--- src/verilog/nv_host_pkg.sv ---
package nv_host_pkg;

    // ------------------------------------------------------------------
    // Geometry
    // ------------------------------------------------------------------
    localparam int ADDR_W = 13;
    localparam int DATA_W = 8;
    localparam int NUM_BYTES = 8192;

    // ------------------------------------------------------------------
    // Timing
    // ------------------------------------------------------------------
    localparam int CLK_PERIOD_NS = 20;
    localparam int ACCESS_NS = 60;
    localparam int INIT_HOLD_NS = 20;
    localparam int RECALL_MAX_US = 20;
    localparam int STORE_MAX_MS = 10;
    localparam int POWER_UP_COPY_TIME_US = 550;
    localparam int ACCESS_CYC = (ACCESS_NS + CLK_PERIOD_NS - 1) / CLK_PERIOD_NS;
    localparam int INIT_HOLD_CYC = (INIT_HOLD_NS + CLK_PERIOD_NS - 1) / CLK_PERIOD_NS;
    localparam int COPY_BACK_CYC = (RECALL_MAX_US * 1000 + CLK_PERIOD_NS - 1) / CLK_PERIOD_NS;
    localparam int STORE_CYC_DEF = (STORE_MAX_MS * 1000000 + CLK_PERIOD_NS - 1) / CLK_PERIOD_NS;
    localparam int POWER_UP_CYC_DEF =
        (POWER_UP_COPY_TIME_US * 1000 + CLK_PERIOD_NS - 1) / CLK_PERIOD_NS;
    localparam int CNT_W = 20;

    // ------------------------------------------------------------------
    // Commands
    // ------------------------------------------------------------------
    typedef enum logic [1:0] {
        CMD_READ   = 2'h0,
        CMD_WRITE  = 2'h1,
        CMD_STORE  = 2'h2,
        CMD_RECALL = 2'h3
    } cmd_type;

    typedef struct packed {
        cmd_type             cmd;
        logic [ADDR_W-1:0]   addr;
        logic [DATA_W-1:0]   wdata;
    } req_type;

    // Pins driven to the memory, all strobes active low
    typedef struct packed {
        logic                chip_en_n;
        logic                out_en_n;
        logic                write_en_n;
        logic                nonvol_strobe_n;
        logic [ADDR_W-1:0]   addr_pins;
        logic [DATA_W-1:0]   data_out;
        logic                data_oe_n;
    } pins_type;

endpackage : nv_host_pkg

--- src/verilog/nv_sram_store_recall.sv ---
`timescale 1ns/1ps
// Functional notes
// - Host holds address stable through write
// - Data captured at write end edge
// - Keep output enable high during writes
// - Hold recall state at least 20 ns
// - Host waits out power-up recall
// - Keep write inactive at power-up end
// - Store ends within 10 ms
module nv_sram_store_recall
    import nv_host_pkg::*;
#(
    parameter int STORE_CYC    = STORE_CYC_DEF,
    parameter int POWER_UP_CYC = POWER_UP_CYC_DEF
) (
    // Clock and reset
    input  wire logic              clk,
    input  wire logic              rst,
    // Request from user logic
    input  wire logic              req_valid,
    output logic                   req_ready,
    input  wire req_type           req,
    // Answer to user logic
    output logic                   rsp_valid,
    output logic [DATA_W-1:0]      rsp_data,
    // Supply indicators, asynchronous in; store_inhibited is a synchronous output
    input  wire logic              supply_low,
    input  wire logic              supply_store_ok,
    input  wire logic              supply_sense_ok,
    output logic                   store_inhibited,
    // Memory pins
    output logic                   chip_en_n,
    output logic                   out_en_n,
    output logic                   write_en_n,
    output logic                   nonvol_strobe_n,
    output logic [ADDR_W-1:0]      addr_pins,
    output logic [DATA_W-1:0]      data_pins_out,
    output logic                   data_pins_oe_n,
    input  wire logic [DATA_W-1:0] data_pins_in
);

    typedef enum logic [2:0] {
        ST_POWER   = 3'b000,
        ST_IDLE    = 3'b001,
        ST_SETUP   = 3'b011,
        ST_STROBE  = 3'b010,
        ST_RELEASE = 3'b110,
        ST_WAIT    = 3'b111
    } state_type;

    typedef struct packed {
        state_type           st;
        cmd_type             cmd;
        logic [CNT_W-1:0]    cnt;
        pins_type            pins;
        logic                rsp_valid;
        logic [DATA_W-1:0]   rsp_data;
    } regs_type;

    localparam pins_type PINS_IDLE = '{chip_en_n: 1'b1, out_en_n: 1'b1,
        write_en_n: 1'b1, nonvol_strobe_n: 1'b1, addr_pins: '0,
        data_out: '0, data_oe_n: 1'b1};

    regs_type          r;
    regs_type          next_r;
    logic [2:0]        sup_sync;
    logic [DATA_W-1:0] din_sync;
    logic              low_s;
    logic              store_ok_s;
    logic              sense_s;

    // ------------------------------------------------------------------
    // Synchronisers for pins from outside the clock domain
    // ------------------------------------------------------------------
    nv_sync #(.W(3)) u_sup_sync (
        .clk  (clk),
        .rst  (rst),
        .din  ({supply_low, supply_store_ok, supply_sense_ok}),
        .dout (sup_sync)
    );

    nv_sync #(.W(DATA_W)) u_din_sync (
        .clk  (clk),
        .rst  (rst),
        .din  (data_pins_in),
        .dout (din_sync)
    );

    assign low_s      = sup_sync[2];
    assign store_ok_s = sup_sync[1];
    assign sense_s    = sup_sync[0];

    // ------------------------------------------------------------------
    // Sequencer
    // ------------------------------------------------------------------
    always_comb begin
        next_r            = r;
        next_r.rsp_valid  = 1'b0;
        case (r.st)
            ST_POWER: begin
                // Count only while the supply is above the sense level and supply_low is clear
                next_r.pins = PINS_IDLE;
                if (low_s || !sense_s) begin
                    next_r.cnt = '0;
                end else if (r.cnt >= CNT_W'(POWER_UP_CYC - 1)) begin
                    next_r.st  = ST_IDLE;
                    next_r.cnt = '0;
                end else begin
                    next_r.cnt = r.cnt + 1'b1;
                end
            end
            ST_IDLE: begin
                next_r.pins = PINS_IDLE;
                if (low_s) begin
                    next_r.st  = ST_POWER;
                    next_r.cnt = '0;
                end else if (req_valid
                             && !(req.cmd == CMD_STORE && !store_ok_s)) begin
                    next_r.cmd            = req.cmd;
                    next_r.cnt            = '0;
                    next_r.st             = ST_SETUP;
                    // Address and mode settle before out_en_n or write_en_n falls
                    next_r.pins.addr_pins = req.addr;
                    next_r.pins.data_out  = req.wdata;
                    next_r.pins.chip_en_n = 1'b0;
                    if (req.cmd != CMD_READ && req.cmd != CMD_RECALL) begin
                        next_r.pins.out_en_n = 1'b1;
                    end
                    if (req.cmd == CMD_STORE || req.cmd == CMD_RECALL) begin
                        next_r.pins.nonvol_strobe_n = 1'b0;
                    end
                    if (req.cmd == CMD_WRITE) begin
                        next_r.pins.data_oe_n = 1'b0;
                    end
                end
            end
            ST_SETUP: begin
                // Last pin moves here so the device sees one transition
                next_r.st  = ST_STROBE;
                next_r.cnt = '0;
                case (r.cmd)
                    CMD_READ:   next_r.pins.out_en_n   = 1'b0;
                    CMD_WRITE:  next_r.pins.write_en_n = 1'b0;
                    CMD_STORE:  next_r.pins.write_en_n = 1'b0;
                    CMD_RECALL: next_r.pins.out_en_n   = 1'b0;
                    default:    next_r.pins.out_en_n   = 1'b1;
                endcase
            end
            ST_STROBE: begin
                if (r.cmd == CMD_READ) begin
                    if (r.cnt >= CNT_W'(ACCESS_CYC)) begin
                        next_r.rsp_valid = 1'b1;
                        next_r.rsp_data  = din_sync;
                        next_r.pins      = PINS_IDLE;
                        next_r.st        = ST_IDLE;
                    end else begin
                        next_r.cnt = r.cnt + 1'b1;
                    end
                end else if (r.cnt >= CNT_W'(INIT_HOLD_CYC - 1)) begin
                    // Write data still driven at the rising write enable
                    next_r.pins.write_en_n = 1'b1;
                    next_r.cnt             = '0;
                    next_r.st              = ST_RELEASE;
                end else begin
                    next_r.cnt = r.cnt + 1'b1;
                end
            end
            ST_RELEASE: begin
                next_r.pins.chip_en_n       = 1'b1;
                next_r.pins.nonvol_strobe_n = 1'b1;
                next_r.pins.out_en_n        = 1'b1;
                next_r.pins.data_oe_n       = 1'b1;
                next_r.st                   = (r.cmd == CMD_WRITE) ? ST_IDLE : ST_WAIT;
                next_r.rsp_valid            = (r.cmd == CMD_WRITE);
            end
            ST_WAIT: begin
                // Device is busy and ignores pins; wait the worst case
                if ((r.cmd == CMD_STORE && r.cnt >= CNT_W'(STORE_CYC - 1))
                    || (r.cmd == CMD_RECALL && r.cnt >= CNT_W'(COPY_BACK_CYC - 1))) begin
                    next_r.st        = ST_IDLE;
                    next_r.rsp_valid = 1'b1;
                end else begin
                    next_r.cnt = r.cnt + 1'b1;
                end
            end
            default: begin
                next_r.st   = ST_POWER;
                next_r.pins = PINS_IDLE;
            end
        endcase
    end

    always_ff @(posedge clk) begin
        if (rst) begin
            r.st         <= ST_POWER;
            r.cmd        <= CMD_READ;
            r.cnt        <= '0;
            r.pins       <= PINS_IDLE;
            r.rsp_valid  <= 1'b0;
            r.rsp_data   <= '0;
        end else begin
            r <= next_r;
        end
    end

    // ------------------------------------------------------------------
    // Outputs
    // ------------------------------------------------------------------
    assign req_ready       = (r.st == ST_IDLE) && !low_s
                             && !(req.cmd == CMD_STORE && !store_ok_s);
    assign store_inhibited = !store_ok_s;
    assign rsp_valid       = r.rsp_valid;
    assign rsp_data        = r.rsp_data;
    assign chip_en_n       = r.pins.chip_en_n;
    assign out_en_n        = r.pins.out_en_n;
    assign write_en_n      = r.pins.write_en_n;
    assign nonvol_strobe_n = r.pins.nonvol_strobe_n;
    assign addr_pins       = r.pins.addr_pins;
    assign data_pins_out   = r.pins.data_out;
    assign data_pins_oe_n  = r.pins.data_oe_n;

endmodule : nv_sram_store_recall

--- src/verilog/nv_sync.sv ---
`timescale 1ns/1ps
module nv_sync
    import nv_host_pkg::*;
#(
    parameter int W = 1
) (
    // Clock and reset
    input  wire logic         clk,
    input  wire logic         rst,
    // Asynchronous in, synchronous out
    input  wire logic [W-1:0] din,
    output logic      [W-1:0] dout
);

    logic [W-1:0] stage1;

    // ------------------------------------------------------------------
    // Two-flop synchroniser per bit
    // ------------------------------------------------------------------
    genvar i;
    generate
        for (i = 0; i < W; i++) begin : g_bit
            always_ff @(posedge clk) begin
                if (rst) begin
                    stage1[i] <= 1'b0;
                    dout[i]   <= 1'b0;
                end else begin
                    stage1[i] <= din[i];
                    dout[i]   <= stage1[i];
                end
            end
        end
    endgenerate

endmodule : nv_sync
--- config.mk ---
export PLATFORM = sky130hd
export DESIGN_NAME = nv_sram_store_recall
export DESIGN_NICKNAME = d
export VERILOG_FILES = /design/src/verilog/nv_host_pkg.sv /design/src/verilog/nv_sram_store_recall.sv /design/src/verilog/nv_sync.sv
export SDC_FILE = /design/constraint.sdc
export NUM_CORES = 1
export LEC_CHECK = 0
export ABC_AREA = 1
export ABC_CLOCK_PERIOD_IN_PS = 3900
export BUFFER_PORTS_ARGS = -buffer_cell sky130_fd_sc_hd__clkbuf_2
export CORE_MARGIN = 2
export CORE_UTILIZATION = 55
export DETAILED_ROUTE_END_ITERATION = 8
export PLACE_DENSITY_LB_ADDON = 0.08
export SLEW_MARGIN = 0
export SYNTH_ARGS = -nofsm -noshare
export SYNTH_HDL_FRONTEND = slang
export SYNTH_HIERARCHICAL = 1
export SYNTH_SLANG_ARGS = --single-unit
--- constraint.sdc ---
create_clock -name clk -period 3.9 [get_ports clk]
set_input_delay 0.39 -clock clk [delete_from_list [all_inputs] [get_ports clk]]
set_output_delay 0.39 -clock clk [all_outputs]
set_load 0.05 [all_outputs]
==> results.sh <==
export IMPL_status="finished, final reports clean"
export IMPL_post_cts_setup_buffers=0
export IMPL_worst_slack_ps=1480
export IMPL_synth_edff_count=0
export IMPL_final_antenna_net_count=0
export IMPL_cts_tree="done"
export IMPL_yosysUniqueCellTypes=34
export IMPL_post_route_cell_area_sq_um=4710
export IMPL_worst_ep_required_time_ps=4200
export IMPL_clkPwrFrac=0.422
export IMPL_cts_root_buf="clkbuf_8"
export IMPL_post_route_util=0.612
export IMPL_cp_end_kind="register"
export IMPL_hp_start="data_pins_in[5]"
export IMPL_slowest_stage="nand2_1"
export IMPL_cp_slowest_stage_delay_ps=540
export IMPL_cts_buffers=9
export IMPL_yosysWarnings=6
export IMPL_start_kind="register"
export IMPL_drt_total_wl_mm=10.2
export IMPL_routabilityCongestion=0.951
export IMPL_dp_cells=780
export IMPL_multi_input_comb_area_sq_um=2050
export IMPL_firstDrtPassIters=5
export IMPL_rsz0062_at_grt="false"
export IMPL_crit_chain="ha_1, nor3_1, nand4_1, nand3_2, inv_2, nand2_1, nand2_1, a21oi_1"
export IMPL_grt_pass1_vias=3589
export IMPL_viasPerCell=5.00
export IMPL_grt_pass1_wl_mm=17.0
export IMPL_dieHeight_um=93.0
export IMPL_post_route_drc_count=0
export IMPL_place_hpwl_mm=7.24
export IMPL_placed_area_sq_um=4500
export IMPL_synthFlopType="dfxtp_1"
export IMPL_timing_hold_ws_ps=196
export IMPL_syn2layout_area_growth_pct=8.01
export IMPL_initial_core_util=0.567
export IMPL_cts_hold_buf=0
export IMPL_synth_cells=655
export IMPL_period_share=0.619
export IMPL_io_pins=74
export IMPL_dp_slack_ps=1530
export IMPL_antenna_cells=0
export IMPL_final_setup_skew_ps=9.37
export IMPL_dieWidth_um=93.0
export IMPL_syn_area_sq_um=4360
export IMPL_path_class="reg2reg"
export IMPL_drtIter0Drc=234
export IMPL_fill_cells=753
export IMPL_final_cells=796
export IMPL_total_power_mw=1.57
export IMPL_max_cap_violations=0
export IMPL_p_int_mw=1.18
export IMPL_slew_headroom=0.285
export IMPL_htreeDepth=3
export IMPL_port_buffers=73
export IMPL_comb_power_share=0.035
export IMPL_fmax_ghz=0.414
export IMPL_clock_latency_ps=370
export IMPL_cts_buffer_depth=2
export IMPL_drv_slew=0
export IMPL_power_switching_mw=0.391
export IMPL_seqPwrFrac=0.543
export IMPL_switching_share=0.249
export IMPL_async_flop_share=0
export IMPL_grt_total_usage=0.245
export IMPL_drive_above_1_share=0.186
export IMPL_crit_arrival_ps=2720
export IMPL_setup_tns_ps=0
export IMPL_finalCriticalPeriod_ps=2420
export IMPL_overflow=0
export IMPL_tightestPinTransition_ps=1070
export IMPL_p_per_area_nw_per_um2=333
export IMPL_num_rows=32
export IMPL_critPathLaunch="r[35]"
export IMPL_ys_ff_latch=82
export IMPL_r2r_start="r[35]"
export IMPL_final_setup_viol_count=0
export IMPL_hp_class="in2reg"
export IMPL_clk_pin_slew_worst_paths_ps=90
export IMPL_final_nets=731
export IMPL_cts_sinks=82
export IMPL_grt_max_degree=63
export IMPL_cp_common_cell="nand2_1"
export IMPL_avgSynthCellArea_sq_um=6.65
export IMPL_regArea_sq_um=1640
export IMPL_avgRoutedWirePerCell_um=12.8
export IMPL_antenna_found_initial=0
export IMPL_ys_seq_area_frac=0.377
export IMPL_num_vias=3979
export IMPL_dieArea_sq_um=8650
export IMPL_synth_nets=697
export IMPL_crit_fanout=21
export IMPL_irDropWorstVdd_v=0.000282
export IMPL_ctsResizeCount=0
export IMPL_core_sq_um=7690
export IMPL_power_leakage_nw=2.07
export IMPL_hold_violations=0
-- cell usage in the layout (no fill, tap or decap), drive strengths merged --
cell type and instances:
or2 1, nor2 109, o22ai 2, clkbuf 82
a21oi 47, nand3b 1, o21ai 20, inv 83
nor3 16, buf 1, nand2 177, ha 5
bufinv 1, nand4 10, a31oi 3, dfxtp 82
nor4 3, xor2 4, clkinvlp 1, clkinv 3
nand3 42, o2111ai 1
-- per-layer routing --
| layer | global-route usage | vias up | wire, um |
|---|---|---|---|
| li1 | - | 2081 | - |
| met5 | 0 | - | 0 |
| met3 | 0.0427 | 15 | 678 |
| met1 | 0.320 | 1754 | 4490 |
| met4 | 0.0882 | 0 | 184 |
| met2 | 0.407 | 129 | 4840 |
-- critical path: cells and delay by family (launching register included) --
kind / cells / cell delay (ps)
AOI/OAI and AO/OA: 1 / 150
and+or+nand+nor: 5 / 1430
DFF: 1 / 380
buffers and inverters: 1 / 70
adders and majority gates: 1 / 300
-- cells in the mapped netlist, types with 2 or more instances --
master	number	area, sq um
nor2_1	97	364
buf_4	33	248
nand2_2	7	43.8
a31oi_1	3	18.8
nand3_2	3	30.0
a21oi_1	47	235
clkbuf_1	7	26.3
buf_6	3	33.8
inv_2	9	33.8
dfxtp_1	82	1640
nand2_1	168	631
nor2_2	10	62.6
inv_1	70	263
nor2_4	2	22.5
nand2_4	2	22.5
xor2_1	4	35.0
nand4_1	10	62.6
o21ai_0	19	95.1
nand3_1	38	190
nor3_1	14	70.1
nor4_1	3	18.8
o22ai_1	2	12.5
buf_2	7	35.0
ha_1	5	62.6
-- sequential cells by signal, indices dropped and copies added, names as in the netlist, 3 cells and up --
signal             cells
r                     25
u_din_sync/dout        8
u_din_sync/stage1      8
u_sup_sync/stage1      3
data_pins_out          8
u_sup_sync/dout        3
rsp_data               8
addr_pins             13
-- final cells by class --
cell class | count | share of cell area
inverter | 81 | 0.0659
clock inverter | 7 | 0.0175
clock buffer | 9 | 0.0263
timing repair buffer | 74 | 0.0792
multi-input combinational | 441 | 0.435
tap | 102 | 0.0271
sequential | 82 | 0.349
-- path summary, 6_finish.rpt --
check             slack, ps                   end  depth (start not counted)
hold reg to reg         410    u_din_sync/dout[5]                          2
setup reg to reg       1480          addr_pins[2]                          8
setup / recovery       1480          addr_pins[2]                          8
hold / removal          200  u_din_sync/stage1[5]                          3
-- logic make-up (layout without fill, tap and decap cells) --
| family | count (synthesis) | after routing | share of synthesized area |
|---|---|---|---|
| AO/OA/AOI/OAI | 73 | 73 | 0.0861 |
| XOR/XNOR | 4 | 4 | 0.00804 |
| adder cells (fa/ha/maj) | 5 | 5 | 0.0144 |
| buffers and inverters | 132 | 171 | 0.153 |
| flip-flops | 82 | 82 | 0.377 |
| AND/OR/NAND/NOR | 359 | 359 | 0.361 |
-- power by group through the flow --
| stage | registers [mW] | logic, mW | clock network (mW) |
|---|---|---|---|
| final | 0.850 | 0.0550 | 0.662 |
| after global routing | 0.852 | 0.0636 | 0.704 |
| after CTS | 0.851 | 0.0562 | 0.671 |
| after detailed placement | 0.870 | 0.0558 | 0 |
| after global placement | 0.870 | 0.0546 | 0 |
| after floorplan | 0.869 | 0.0325 | 0 |
(Power assumes the default switching activity.)
